$ cat src/rtl/acp_pkg.sv
// ============================================================
// shared constants and types for the converter control pins
package acp_pkg;

	// ============================================================
	// sizes
	localparam int unsigned CHANNELS  = 6;
	localparam int unsigned HALF_CH   = 3;
	localparam int unsigned WORD_W    = 16;
	localparam int unsigned PIN_W     = 10;
	localparam int unsigned BIT_LAST  = 15;

	// ============================================================
	// timing: internal conversion time, and clock period
	localparam int unsigned CLK_PERIOD_NS = 40;
	localparam int unsigned CONV_TIME_NS  = 3000;
	// a least time, so round up to whole cycles
	localparam int unsigned CONV_CYCLES   =
		(CONV_TIME_NS + CLK_PERIOD_NS - 1) / CLK_PERIOD_NS;
	localparam int unsigned CNT_W         = 8;

	// ============================================================
	// reset values and fixed levels
	localparam logic [WORD_W-1:0] WORD_ZERO    = 16'h0000;
	localparam logic [WORD_W-1:0] OE_ALL       = 16'hffff;
	localparam logic [WORD_W-1:0] OE_BYTE      = 16'h00ff;
	localparam logic [WORD_W-1:0] OE_NONE      = 16'h0000;
	localparam logic [7:0]        BYTE_ZERO    = 8'h00;
	// synchroniser reset levels: standby, chip select and strobe idle high
	localparam logic [PIN_W-1:0]  PINS_IDLE    = 10'h083;
	// range level that picks standby when the standby pin is low
	localparam logic              STANDBY_N_INPUT_RANGE   = 1'b1;
	// byte mode sends the upper byte of each word first
	localparam logic              BYTE_MSB_1ST = 1'b1;

	// ============================================================
	// types
	typedef enum logic [1:0] {
		MODE_PAR,
		MODE_BYTE,
		MODE_SER
	} acp_mode_t;

	typedef enum logic [1:0] {
		PWR_NORMAL,
		PWR_STANDBY,
		PWR_SHUTDOWN
	} acp_power_t;

	typedef enum logic {
		CONV_IDLE,
		CONV_RUN
	} acp_conv_t;

	// all pins that enter from the host, in synchroniser order
	typedef struct packed {
		logic referenceSelect;
		logic rangeSelect;
		logic standbyN;
		logic interfaceSelect;
		logic byteModeSelect;
		logic conversionStartA;
		logic conversionStartB;
		logic resetPin;
		logic csN;
		logic rdSclk;
	} acp_pins_t;

	// power and analog steering levels
	typedef struct packed {
		logic       internalRefEn;
		logic       bandgapOn;
		logic       refBufferOn;
		logic       regulatorsOn;
		logic       rangeTenVolt;
		acp_power_t powerState;
	} acp_analog_t;

endpackage

$ cat src/rtl/acp_sync.sv
`timescale 1ns/10ps
// ============================================================
// two-flop synchroniser for a bundle of pins
module acp_sync #(
	parameter int unsigned      WIDTH     = 1,
	parameter logic [WIDTH-1:0] RESET_VAL = '0
) (
	input  wire logic             clk_sys,
	input  wire logic             resetn,
	input  wire logic [WIDTH-1:0] asyncIn,
	output logic      [WIDTH-1:0] syncOut
);
	logic [WIDTH-1:0] meta_q;

	// first stage feeds only the second stage
	genvar i;
	generate
		for (i = 0; i < WIDTH; i++) begin : g_bit
			always_ff @(posedge clk_sys or negedge resetn) begin
				if (!resetn) begin
					// idle level, so no false edge follows reset
					meta_q[i]  <= RESET_VAL[i];
					syncOut[i] <= RESET_VAL[i];
				end else begin
					meta_q[i]  <= asyncIn[i];
					syncOut[i] <= meta_q[i];
				end
			end
		end
	endgenerate
endmodule // acp_sync

$ cat src/rtl/acp_control_pins.sv
`timescale 1ns/10ps
// Functional notes
// [RULE1] reference select high enables internal reference
// [RULE2] reference buffer always stays enabled; the code turns it off in shutdown
// [RULE3] reference select acts immediately, power-up follows it
// [RULE4] range high gives ten volt, low five
// [RULE5] host waits extra settling after range change
// [RULE6] standby low enters standby or shutdown
// [RULE7] shutdown powers all, standby keeps reference
// [RULE8] host waits recovery after leaving power-down
// [RULE9] interface and byte select choose readout mode
// [RULE10] start A holds channels 1-3, B 4-6
// [RULE11] oversampling needs both starts tied together
// [RULE12] start rising edge holds group, then converts
// [RULE13] host lowers starts only after busy falls
// [RULE14] readout works whatever the start levels
// [RULE15] reset pin clears logic while held high
// [RULE16] host resets after power-up and shutdown
// [RULE17] reset during conversion aborts, data invalid
// [RULE18] reset during read zeroes output registers
// [RULE19] host keeps delay from reset to start
// [RULE20] parallel modes: read strobe, bus driven when selected
// [RULE21] serial mode: serial clock, rising edge timing
// [RULE22] busy after both starts, starts ignored meanwhile
// [RULE23] chip select fall starts frame, rise tristates
// [RULE24] asynchronous pins synchronised before use
module acp_control_pins (
	input  wire logic                         clk_sys,
	input  wire logic                         resetn,
	input  wire logic                         referenceSelect,
	input  wire logic                         rangeSelect,
	input  wire logic                         standbyN,
	input  wire logic                         interfaceSelect,
	input  wire logic                         byteModeSelect,
	input  wire logic                         conversionStartA,
	input  wire logic                         conversionStartB,
	input  wire logic                         resetPin,
	input  wire logic                         csN,
	input  wire logic                         rdSclk,
	input  wire logic [acp_pkg::CHANNELS*acp_pkg::WORD_W-1:0] convResult,
	output logic                              busy,
	output logic                              holdA,
	output logic                              holdB,
	output logic                              dataValid,
	output acp_pkg::acp_analog_t              analog,
	output logic      [acp_pkg::WORD_W-1:0]   dbOut,
	output logic      [acp_pkg::WORD_W-1:0]   dbOe,
	output logic                              doutA,
	output logic                              doutB,
	output logic                              doutOe,
	output logic                              firstData
);
	// ============================================================
	// pin synchronisation and edge detection
	acp_pkg::acp_pins_t pinsRaw;
	acp_pkg::acp_pins_t pinsS;
	acp_pkg::acp_pins_t pinsPrev_q;

	assign pinsRaw = '{referenceSelect, rangeSelect, standbyN, interfaceSelect,
		byteModeSelect, conversionStartA, conversionStartB, resetPin, csN, rdSclk};

	// every host pin passes two flops, the serial clock included
	acp_sync #(.WIDTH(acp_pkg::PIN_W), .RESET_VAL(acp_pkg::PINS_IDLE)) uSync (
		.clk_sys (clk_sys),
		.resetn  (resetn),
		.asyncIn (pinsRaw),
		.syncOut (pinsS)
	); // RULE24

	always_ff @(posedge clk_sys or negedge resetn) begin
		if (!resetn) begin
			pinsPrev_q <= acp_pkg::PINS_IDLE;
		end else begin
			pinsPrev_q <= pinsS;
		end
	end

	wire startARise = pinsS.conversionStartA & ~pinsPrev_q.conversionStartA;
	wire startBRise = pinsS.conversionStartB & ~pinsPrev_q.conversionStartB;
	wire csFall     = ~pinsS.csN & pinsPrev_q.csN;
	wire csRise     = pinsS.csN & ~pinsPrev_q.csN;
	wire rdFall     = ~pinsS.rdSclk & pinsPrev_q.rdSclk;
	wire sclkRise   = pinsS.rdSclk & ~pinsPrev_q.rdSclk;
	wire digReset   = pinsS.resetPin; // RULE15

	// ============================================================
	// mode decode
	function automatic acp_pkg::acp_mode_t decodeMode(input logic ifSel, input logic bSel);
		if (!ifSel) begin
			decodeMode = acp_pkg::MODE_PAR;
		end else if (bSel) begin
			decodeMode = acp_pkg::MODE_BYTE;
		end else begin
			decodeMode = acp_pkg::MODE_SER;
		end
	endfunction

	function automatic acp_pkg::acp_power_t decodePower(input logic stbyN, input logic rng);
		if (stbyN) begin
			decodePower = acp_pkg::PWR_NORMAL;
		end else if (rng == acp_pkg::STANDBY_N_INPUT_RANGE) begin
			decodePower = acp_pkg::PWR_STANDBY;
		end else begin
			decodePower = acp_pkg::PWR_SHUTDOWN;
		end
	endfunction

	wire acp_pkg::acp_mode_t  mode     = decodeMode(pinsS.interfaceSelect,
		pinsS.byteModeSelect); // RULE9
	wire acp_pkg::acp_power_t powerNow = decodePower(pinsS.standbyN,
		pinsS.rangeSelect); // RULE6
	wire isSerial = (mode == acp_pkg::MODE_SER);
	wire isByte   = (mode == acp_pkg::MODE_BYTE);
	wire shutdown = (powerNow == acp_pkg::PWR_SHUTDOWN);

	// ============================================================
	// analog steering; follows the pins every cycle, so power-up
	// settles in whatever mode the pins show after reset release
	acp_pkg::acp_analog_t analogD;
	assign analogD.internalRefEn = pinsS.referenceSelect; // RULE1 RULE3
	assign analogD.bandgapOn     = pinsS.referenceSelect & ~shutdown; // RULE1 RULE7
	assign analogD.refBufferOn   = ~shutdown; // RULE2
	assign analogD.regulatorsOn  = ~shutdown; // RULE7
	assign analogD.rangeTenVolt  = pinsS.rangeSelect; // RULE4
	assign analogD.powerState    = powerNow;

	always_ff @(posedge clk_sys or negedge resetn) begin
		if (!resetn) begin
			analog <= '0;
		end else begin
			analog <= analogD;
		end
	end

	// ============================================================
	// conversion control
	acp_pkg::acp_conv_t               convState_q;
	logic [acp_pkg::CNT_W-1:0]        convCnt_q;
	logic [acp_pkg::WORD_W-1:0]       results_q [acp_pkg::CHANNELS];
	wire gotA    = holdA | startARise;
	wire gotB    = holdB | startBRise;
	wire convEnd = (convState_q == acp_pkg::CONV_RUN) &&
		(convCnt_q == acp_pkg::CNT_W'(acp_pkg::CONV_CYCLES - 1));

	// a group enters hold on its own edge; busy needs both
	always_ff @(posedge clk_sys or negedge resetn) begin
		if (!resetn) begin
			convState_q <= acp_pkg::CONV_IDLE;
			convCnt_q   <= '0;
			holdA       <= 1'b0;
			holdB       <= 1'b0;
			busy        <= 1'b0;
			dataValid   <= 1'b0;
		end else if (digReset) begin
			convState_q <= acp_pkg::CONV_IDLE; // RULE17
			convCnt_q   <= '0;
			holdA       <= 1'b0;
			holdB       <= 1'b0;
			busy        <= 1'b0;
			dataValid   <= 1'b0; // RULE17
		end else begin
			case (convState_q)
				acp_pkg::CONV_IDLE: begin
					holdA <= gotA; // RULE10 RULE12
					holdB <= gotB; // RULE10 RULE12
					if (gotA && gotB) begin
						convState_q <= acp_pkg::CONV_RUN;
						convCnt_q   <= '0;
						busy        <= 1'b1; // RULE22
					end
				end
				acp_pkg::CONV_RUN: begin
					// start edges are not looked at here
					convCnt_q <= convCnt_q + 1'b1; // RULE22
					if (convEnd) begin
						convState_q <= acp_pkg::CONV_IDLE;
						holdA       <= 1'b0;
						holdB       <= 1'b0;
						busy        <= 1'b0; // RULE22
						dataValid   <= 1'b1;
					end
				end
				default: begin
					convState_q <= acp_pkg::CONV_IDLE;
				end
			endcase
		end
	end

	// results latch when conversion ends; reset pin zeroes them
	genvar g;
	generate
		for (g = 0; g < acp_pkg::CHANNELS; g++) begin : g_res
			always_ff @(posedge clk_sys or negedge resetn) begin
				if (!resetn) begin
					results_q[g] <= acp_pkg::WORD_ZERO;
				end else if (digReset) begin
					results_q[g] <= acp_pkg::WORD_ZERO; // RULE18
				end else if (convEnd) begin
					results_q[g] <= convResult[g*acp_pkg::WORD_W +: acp_pkg::WORD_W];
				end
			end
		end
	endgenerate

	// ============================================================
	// readout; independent of the start pins
	logic [2:0]                  chIdx_q;
	logic                        byteSecond_q;
	logic [3:0]                  bitCnt_q;
	logic [acp_pkg::WORD_W-1:0]  shiftA_q;
	logic [acp_pkg::WORD_W-1:0]  shiftB_q;

	wire [2:0] chNext     = chIdx_q + 3'h1;
	wire       serLast    = (bitCnt_q == 4'(acp_pkg::BIT_LAST));
	wire       serMore    = (chNext < 3'(acp_pkg::HALF_CH));
	wire [acp_pkg::WORD_W-1:0] serNextA = serMore ? results_q[chNext] : acp_pkg::WORD_ZERO;
	wire [acp_pkg::WORD_W-1:0] serNextB = serMore ?
		results_q[3'(chNext + 3'(acp_pkg::HALF_CH))] : acp_pkg::WORD_ZERO;
	wire       parIdxOk   = (chIdx_q < 3'(acp_pkg::CHANNELS));
	wire [acp_pkg::WORD_W-1:0] parWord = parIdxOk ? results_q[chIdx_q] : acp_pkg::WORD_ZERO;
	wire       upperNow   = byteSecond_q ^ acp_pkg::BYTE_MSB_1ST;
	wire [7:0] byteNow    = upperNow ? parWord[15:8] : parWord[7:0];
	wire       readStrobe = ~pinsS.csN & rdFall & ~isSerial; // RULE14 RULE20
	wire       serClock   = ~pinsS.csN & sclkRise & isSerial; // RULE21
	// bus drives only while chip select and strobe are low, outside serial mode
	wire [acp_pkg::WORD_W-1:0] dbOeD = (~pinsS.csN & ~pinsS.rdSclk & ~isSerial) ?
		(isByte ? acp_pkg::OE_BYTE : acp_pkg::OE_ALL) : acp_pkg::OE_NONE; // RULE20

	always_ff @(posedge clk_sys or negedge resetn) begin
		if (!resetn) begin
			dbOe <= acp_pkg::OE_NONE;
		end else begin
			dbOe <= dbOeD; // RULE20 RULE23
		end
	end

	always_ff @(posedge clk_sys or negedge resetn) begin
		if (!resetn) begin
			chIdx_q      <= '0;
			byteSecond_q <= 1'b0;
			bitCnt_q     <= '0;
			shiftA_q     <= acp_pkg::WORD_ZERO;
			shiftB_q     <= acp_pkg::WORD_ZERO;
			dbOut        <= acp_pkg::WORD_ZERO;
			doutA        <= 1'b0;
			doutB        <= 1'b0;
			doutOe       <= 1'b0;
			firstData    <= 1'b0;
		end else if (digReset) begin
			chIdx_q      <= '0;
			byteSecond_q <= 1'b0;
			bitCnt_q     <= '0;
			shiftA_q     <= acp_pkg::WORD_ZERO; // RULE18
			shiftB_q     <= acp_pkg::WORD_ZERO; // RULE18
			dbOut        <= acp_pkg::WORD_ZERO; // RULE18
			doutA        <= 1'b0;
			doutB        <= 1'b0;
			doutOe       <= 1'b0;
			firstData    <= 1'b0;
		end else if (csRise) begin
			doutOe    <= 1'b0; // RULE23
			firstData <= 1'b0;
		end else if (csFall) begin
			chIdx_q      <= '0; // RULE23
			byteSecond_q <= 1'b0;
			bitCnt_q     <= '0;
			if (isSerial) begin
				shiftA_q  <= results_q[0];
				shiftB_q  <= results_q[acp_pkg::HALF_CH];
				doutA     <= results_q[0][acp_pkg::BIT_LAST];
				doutB     <= results_q[acp_pkg::HALF_CH][acp_pkg::BIT_LAST];
				doutOe    <= 1'b1; // RULE23
				firstData <= 1'b1;
			end
		end else if (readStrobe) begin
			firstData <= (chIdx_q == 3'h0);
			if (isByte) begin
				dbOut        <= {acp_pkg::BYTE_ZERO, byteNow};
				byteSecond_q <= ~byteSecond_q;
				if (byteSecond_q) begin
					chIdx_q <= chNext;
				end
			end else begin
				dbOut   <= parWord;
				chIdx_q <= chNext;
			end
		end else if (serClock) begin
			bitCnt_q <= bitCnt_q + 4'h1; // RULE21
			if (serLast) begin
				// line A carries the low group, line B the high group
				chIdx_q   <= chNext;
				shiftA_q  <= serNextA;
				shiftB_q  <= serNextB;
				doutA     <= serNextA[acp_pkg::BIT_LAST];
				doutB     <= serNextB[acp_pkg::BIT_LAST];
				firstData <= 1'b0;
			end else begin
				shiftA_q <= {shiftA_q[acp_pkg::BIT_LAST-1:0], 1'b0};
				shiftB_q <= {shiftB_q[acp_pkg::BIT_LAST-1:0], 1'b0};
				doutA    <= shiftA_q[acp_pkg::BIT_LAST-1];
				doutB    <= shiftB_q[acp_pkg::BIT_LAST-1];
			end
		end
	end
endmodule // acp_control_pins

$ cat config.mk
export PLATFORM = sky130hd
export DESIGN_NAME = acp_control_pins
export DESIGN_NICKNAME = d
export VERILOG_FILES = /design/src/rtl/acp_pkg.sv /design/src/rtl/acp_sync.sv /design/src/rtl/acp_control_pins.sv
export SDC_FILE = /design/constraint.sdc
export NUM_CORES = 1
export LEC_CHECK = 0
export ABC_CLOCK_PERIOD_IN_PS = 7300
export BUFFER_PORTS_ARGS = -buffer_cell sky130_fd_sc_hd__buf_4
export CAP_MARGIN = 10
export CORE_MARGIN = 5
export CORE_UTILIZATION = 45
export CTS_CLUSTER_DIAMETER = 100
export CTS_CLUSTER_SIZE = 28
export DETAILED_ROUTE_END_ITERATION = 16
export HOLD_SLACK_MARGIN = 0.06
export PLACE_DENSITY = 0.66
export RECOVER_POWER = 25
export SETUP_SLACK_MARGIN = 0.05
export SLEW_MARGIN = 0
export SYNTH_ARGS = -nofsm -noshare
export SYNTH_HDL_FRONTEND = slang
export SYNTH_SLANG_ARGS = --single-unit
export TNS_END_PERCENT = 10
$ cat constraint.sdc
create_clock -name clk_sys -period 7.3 [get_ports clk_sys]
set_input_delay 0.73 -clock clk_sys [delete_from_list [all_inputs] [get_ports clk_sys]]
set_output_delay 0.73 -clock clk_sys [all_outputs]
set_load 0.02 [all_outputs]
==> summary.txt, run 1 <==
Layout
  • Commonest non-fill, non-tap cells in the layout: dfrtp_1 (190), buf_4 (154), a22o_1 (110), mux2i_1 (83), o21ai_0 (59)
  • Antenna fix cells: 0
  • Register Area: between 0.004 and 0.005 mm2
  • NumNets Final: 1127
  • Fin area: 0.0118 mm2
  • # fillers: 1936
  • Commonest non-fill, non-tap cell in the layout: dfrtp_1
  • Layout area overhead: 16.5%
  • Multi-input gate area: between 0.004 and 0.005 mm2
  • Share of post-route cells with drive strength above 1: about 23%

Floorplanning
  • FP Rows: 54
  • Core area: 0.0220 mm2
  • I/O Pins: 155
  • Initial Utilization: 46.1%
  • Die X: 160 um
  • Area of the die: 0.0256 mm2
  • Vert. Die Dim: 160 um

Placed design
  • Dpl cell area: 0.0113 mm2
  • Input/output buffers: 154
  • Hpwl dp: 19.7 mm
  • GPL Wtd Cong: 0.883

Min path
  • Hold Path Origin: uSync.meta_q[4]
  • Hold Path Depth: 0
  • HP Class: reg2reg
  • Worst Hold End: uSync.syncOut[4]

Timing
  • Clock skew: 0.00984 ns
  • Hold slack: 0.350 ns
  • Final min period: 4.53 ns
  • Final hold vios: 0
  • Worst slew pin tran: about 3.7 ns
  • RSZ-0062 raised after global routing: false
  • Final period util: 62.1%
  • Fmax achieved: 221 MHz
  • Endpoints failing setup: 0
  • Final setup TNS: 0 ns
  • Relative slew slack: -149%
  • Final Max Tran Viols: 71

Clocking
  • CTS buffer count: 17
  • Clk_lat worst skew: 0.43 ns
  • Post-CTS sizing: 0
  • CTS tree: done
  • Setup bufs post-CTS: 0
  • Clock Path Buffers: 2
  • Worst-path clk slew: about 0.070 ns
  • Root Buffer: clkbuf_16
  • Deepest level of the CTS H-tree: 4
  • Number of clock sinks: 199
  • Hold buffer count at cts: 0

Power
  • Power Dens Cells: 190 mW/mm2
  • Final Total Pwr: approximately 2200 uW
  • Worst vdd ir: about 0.00015 V
  • Leakage: 0.00496 uW

Worst setup path
  • CP startpoint kind: input port
  • Top delay family on crit path: buffers and inverters
  • CP cell instances: clkbuf_1, clkbuf_2
  • CP max-delay cell: clkbuf_1
  • Worst setup EP type: asynchronous set/reset pin
  • Crit path DAT: 4.82 ns
  • Maximum fanout along the worst path: 70
  • Worst EP required: 7.59 ns
  • Critical path class: in2async
  • R2r endpoint: doutB
  • R2r setup slk: 3.44 ns
  • Critical path's largest stage delay: ~2.6 ns
  • Launching point of the worst reg2reg path: uSync.syncOut[1]
  • R2R cell count: 7
  • WP buf/inv: 2
  • CP startpoint: resetn

Yosys
  • Ys async rst share: 100%
  • Yosys reg bits: 199
  • Syn_nets: 1037
  • Synth unique cells: 59
  • Mapped Cells: 921
  • Main synth FF type: dfrtp_1
  • Cell area after synthesis: 0.0101 mm2
  • Avg Cell Area, Syn: 11.0 um2
  • Seq/Total Area, Yosys: a little under 50%
  • YS warnings: 0
  • EDFF count, synth: 0

Route
  • Final wirelength: 28.8 mm
  • # DRC: 0
  • Via count: 8044
  • Vias per cell: between 6 and 7
  • Iter 0 DRT Violations: 874
  • Final ANT Viol Nets: 0
  • Detailed-route wire length per cell: 22.1 um
  • First-pass DRT Iterations: 5

Global routing
  • Largest net degree at the start of global routing: 73
  • First-pass GRT wire length: 46.1 mm
  • Initial antenna violation count: 0
  • Vias in the first global route: 7836
  • Global Route Usage Sum: 22.3%
  • Total gr overflow: 0

Run status
  • Failing checks: capacitance limit, slew limit
  • Status: complete, but fails checks

Flow run
  • Max cap viols: 1
state kept, by name (all words and copies together), names as in the netlist, 2 cells and up:
signal and cells:
results_q 96, dbOut 16, shiftA_q 15, shiftB_q 15
uSync.meta_q 10, uSync.syncOut 10, convCnt_q 8, analog 6
bitCnt_q 4, pinsPrev_q 4, chIdx_q 3, dbOe 2
layout make-up:
class	instances	area share [%]
sequential	199	42.3
multi-input combinational	611	38.9
timing repair buffer	166	10.5
clock buffer	17	3.61
tap	280	2.97
clock inverter	15	1.18
inverter	16	0.509
worst max path at each step:
| stage | end | slack [ns] | cells past startpoint |
|---|---|---|---|
| floorplan | shiftB_q[0] | 4.71 | 10 |
| global placement | shiftB_q[12] | 3.81 | 6 |
| detailed placement | shiftB_q[2] | 3.70 | 6 |
| CTS | doutB | 3.64 | 6 |
| global route | results_q[55] | 1.78 | 2 |
| finish | results_q[55] | 2.77 | 2 |
through the flow:
step | setup slack, ns | instances | utilization [%]
after floorplan | 4.71 | 921 | -
after global placement | 3.81 | 1272 | 51.3
after detailed placement | 3.70 | 1272 | 51.3
after CTS | 3.64 | 1304 | 53.9
after global routing | 1.78 | 1304 | 53.7
final | 2.77 | 1304 | 53.7
cell families after synthesis:
kind of cell             after synthesis  share of synthesized area (%)
AO/OA/AOI/OAI                        325                           22.8
flip-flops                           199                           49.3
AND/OR/NAND/NOR                      176                           9.60
adder cells (fa/ha/maj)                8                          0.989
multiplexers                          99                           11.7
XOR/XNOR                               3                          0.260
buffers and inverters                111                           5.43
routing by layer:
layer	global-route usage, %	wire length (um)	vias up
met3	4.72	2060	40
met5	0	0	-
met2	34.2	13400	356
met1	32.6	12700	3999
met4	5.67	571	0
li1	-	-	3649
power breakdown:
part	switching (uW)	leakage (uW)	internal, uW	total, uW
clock	442	0.000281	479	921
sequential	13.4	0.00269	1120	1130
combinational	111	0.00199	76.4	187
total	566	0.00496	1670	2240
cell usage after synthesis (all sizes together), types with 16 or more instances:
cell type    n  area share [%]
nor2        21            0.80
mux2i       83             8.2
dfrtp      191              47
a21oi       43             2.1
o22ai       35             2.2
o21ai       59             2.9
a22o       110             9.5
buf         50             3.2
nand2       44             1.6
a31oi       24             1.5
o31ai       16             1.2
nand2b      38             2.3
and2        16            0.99
a32o        16             1.6
clkbuf      45             1.7
worst register-to-register path, cell delays in order (launching register included):
cell      delay, ns
dfstp_1        0.45
inv_1          0.12
ha_1           0.65
clkinv_1       1.05
a21oi_1        0.69
and3_1         0.21
buf_4          0.35
a32o_1         0.26
No activity file was read; power rests on OpenSTA's default activity.
==> run 2, diff against run 1 <==
ABC_CLOCK_PERIOD_IN_PS = 4620   (was 7300)
clock period = 4.62 ns   (was 7.3 ns; I/O delays follow)
==> run 2 against run 1 <==
Effect of this change: the run now ends clean; sequential share of layout area down 0.36 points; hold slack worse by 0.30 ns; cell count up 0.31%; sequential power up 58%; wire length down 0.29%; total power up 59%; largest power group unchanged.
==> summary.txt, run 2 (synthesized netlist as in run 1, its figures left out) <==
Run status
  • Status: finished, final reports clean

Global routing
  • Total gr overflow: 0
  • GR peak layer: met2
  • Met2 Use GR: 33.9%
  • First-pass GRT wire length: 46.1 mm
  • GR Layer Usage met1: between 30% and 40%
  • Vias in the first global route: 7920
  • Global Route Usage Sum: between 20 and 25%
  • Initial antenna violation count: 0
  • Routing usage on met3: ~5.1%
  • Largest net degree at the start of global routing: approximately 120

Floorplanning
  • Area of the die: 0.0256 mm2
  • Core area: between 0.02 and 0.025 mm2
  • I/O Pins: 155
  • FP Rows: 54
  • Vert. Die Dim: 160 um
  • Die X: approximately 160 um
  • Initial Utilization: 46.1%

Worst setup path
  • Critical path class: reg2reg
  • R2r setup slk: around 1.4 ns
  • Crit path DAT: 3.56 ns
  • Maximum fanout along the worst path: 36
  • Worst EP required: 4.99 ns
  • Launching point of the worst reg2reg path: chIdx_q[0]
  • R2r endpoint: shiftB_q[8]
  • CP startpoint kind: register
  • Worst setup EP type: register
  • R2R cell count: 7

Flow run
  • Max cap viols: 0

Placed design
  • Input/output buffers: ~150
  • Hpwl dp: 19.3 mm
  • GPL Wtd Cong: 0.851
  • Placed cells: about 1300

Timing
  • Relative slew slack: a little under a third
  • Fmax achieved: 314 MHz
  • Clock skew: 0.0143 ns
  • Endpoints failing setup: 0
  • Final Max Tran Viols: 0
  • Final setup TNS: 0 ns
  • Final hold vios: 0
  • Worst slew pin tran: 1.04 ns
  • Final min period: between 3 and 4 ns
  • Final period util: between 60 and 70%
  • RSZ-0062 raised after global routing: false

Route
  • Iter 0 DRT Violations: 743
  • First-pass DRT Iterations: 5
  • Final ANT Viol Nets: 0
  • # DRC: 0
  • Detailed-route wire length per cell: around 22 um
  • Final wirelength: 28.7 mm
  • Via count: 8050
  • Vias per cell: 6.15

Power
  • Worst vdd ir: 0.000183 V
  • Leakage: 0.00502 uW
  • Power Dens Cells: 300 mW/mm2

Layout
  • Final Non-Filler Cells: 1308
  • Final Util: 54.2%
  • Largest register FFs: 96
  • Commonest non-fill, non-tap cells in the layout: dfrtp_1 (190), buf_4 (157), a22o_1 (110), mux2i_1 (83), o21ai_0 (59)
  • NumNets Final: 1131
  • Commonest non-fill, non-tap cell in the layout: dfrtp_1
  • Largest Register: results_q
  • Layout area overhead: 17.5%
  • Share of post-route cells with drive strength above 1: 23.4%
  • Largest regs: results_q (96), dbOut (16)
  • Antenna fix cells: 0

Clocking
  • Worst-path clk slew: 0.08 ns
  • Setup bufs post-CTS: 0
  • Hold buffer count at cts: 0
  • CTS tree: done
  • Clock Path Buffers: 2
  • Clk_lat worst skew: between 0.4 and 0.5 ns
  • Deepest level of the CTS H-tree: 4
  • Root Buffer: clkbuf_16
  • Number of clock sinks: around 200
  • CTS buffer count: 17
  • Post-CTS sizing: 0

Min path
  • HP Class: in2async
## run 2: stage by stage
step	cell area, um2	setup WS, ns	power (uW)	hold slack [ns]
final	11900	1.43	3560	0.0493
after global routing	11900	1.16	3690	0.0879
after CTS	11900	1.41	3600	0.0850
after detailed placement	11300	1.41	2130	0.335
after global placement	11300	1.50	2120	0.333
after floorplan	10100	2.03	1970	0.166
## run 2: critical path, cell delays in order (launching register included)
cell	delay [ns]
dfrtp_2	0.41
inv_2	0.45
ha_2	0.78
buf_4	0.49
mux2i_1	0.15
mux4_2	0.47
o21ai_0	0.18
a32o_1	0.18
## run 2: how the worst max path moves through the flow
| stage | startpoint | end | slack, ns |
|---|---|---|---|
| 2_1_floorplan | chIdx_q[0] | shiftB_q[0] | 2.03 |
| 3_3_place_gp | chIdx_q[0] | shiftB_q[12] | 1.50 |
| 3_5_place_dp | chIdx_q[0] | shiftB_q[8] | 1.41 |
| 4_1_cts | chIdx_q[0] | shiftB_q[8] | 1.41 |
| 5_1_grt | chIdx_q[0] | shiftB_q[11] | 1.16 |
| 6_report | chIdx_q[0] | shiftB_q[8] | 1.43 |
## run 2: layout make-up
class	instances	area [um2]
clock inverter	12	110
multi-input combinational	611	4610
inverter	16	60.1
fill	1914	10100
clock buffer	20	467
timing repair buffer	170	1310
sequential	199	4990
tap	280	350
## run 2: per-layer routing
layer	up-vias	routed length, um
met5	-	0
met4	0	671
met3	41	2160
met2	342	13200
met1	3997	12700
li1	3670	-
## run 2: power by group
group	leakage (uW)	total [uW]	internal, uW	switching, uW
Sequential	0.00269	1790	1770	17.8
Clock	0.000285	1470	755	719
Combinational	0.00205	304	124	180
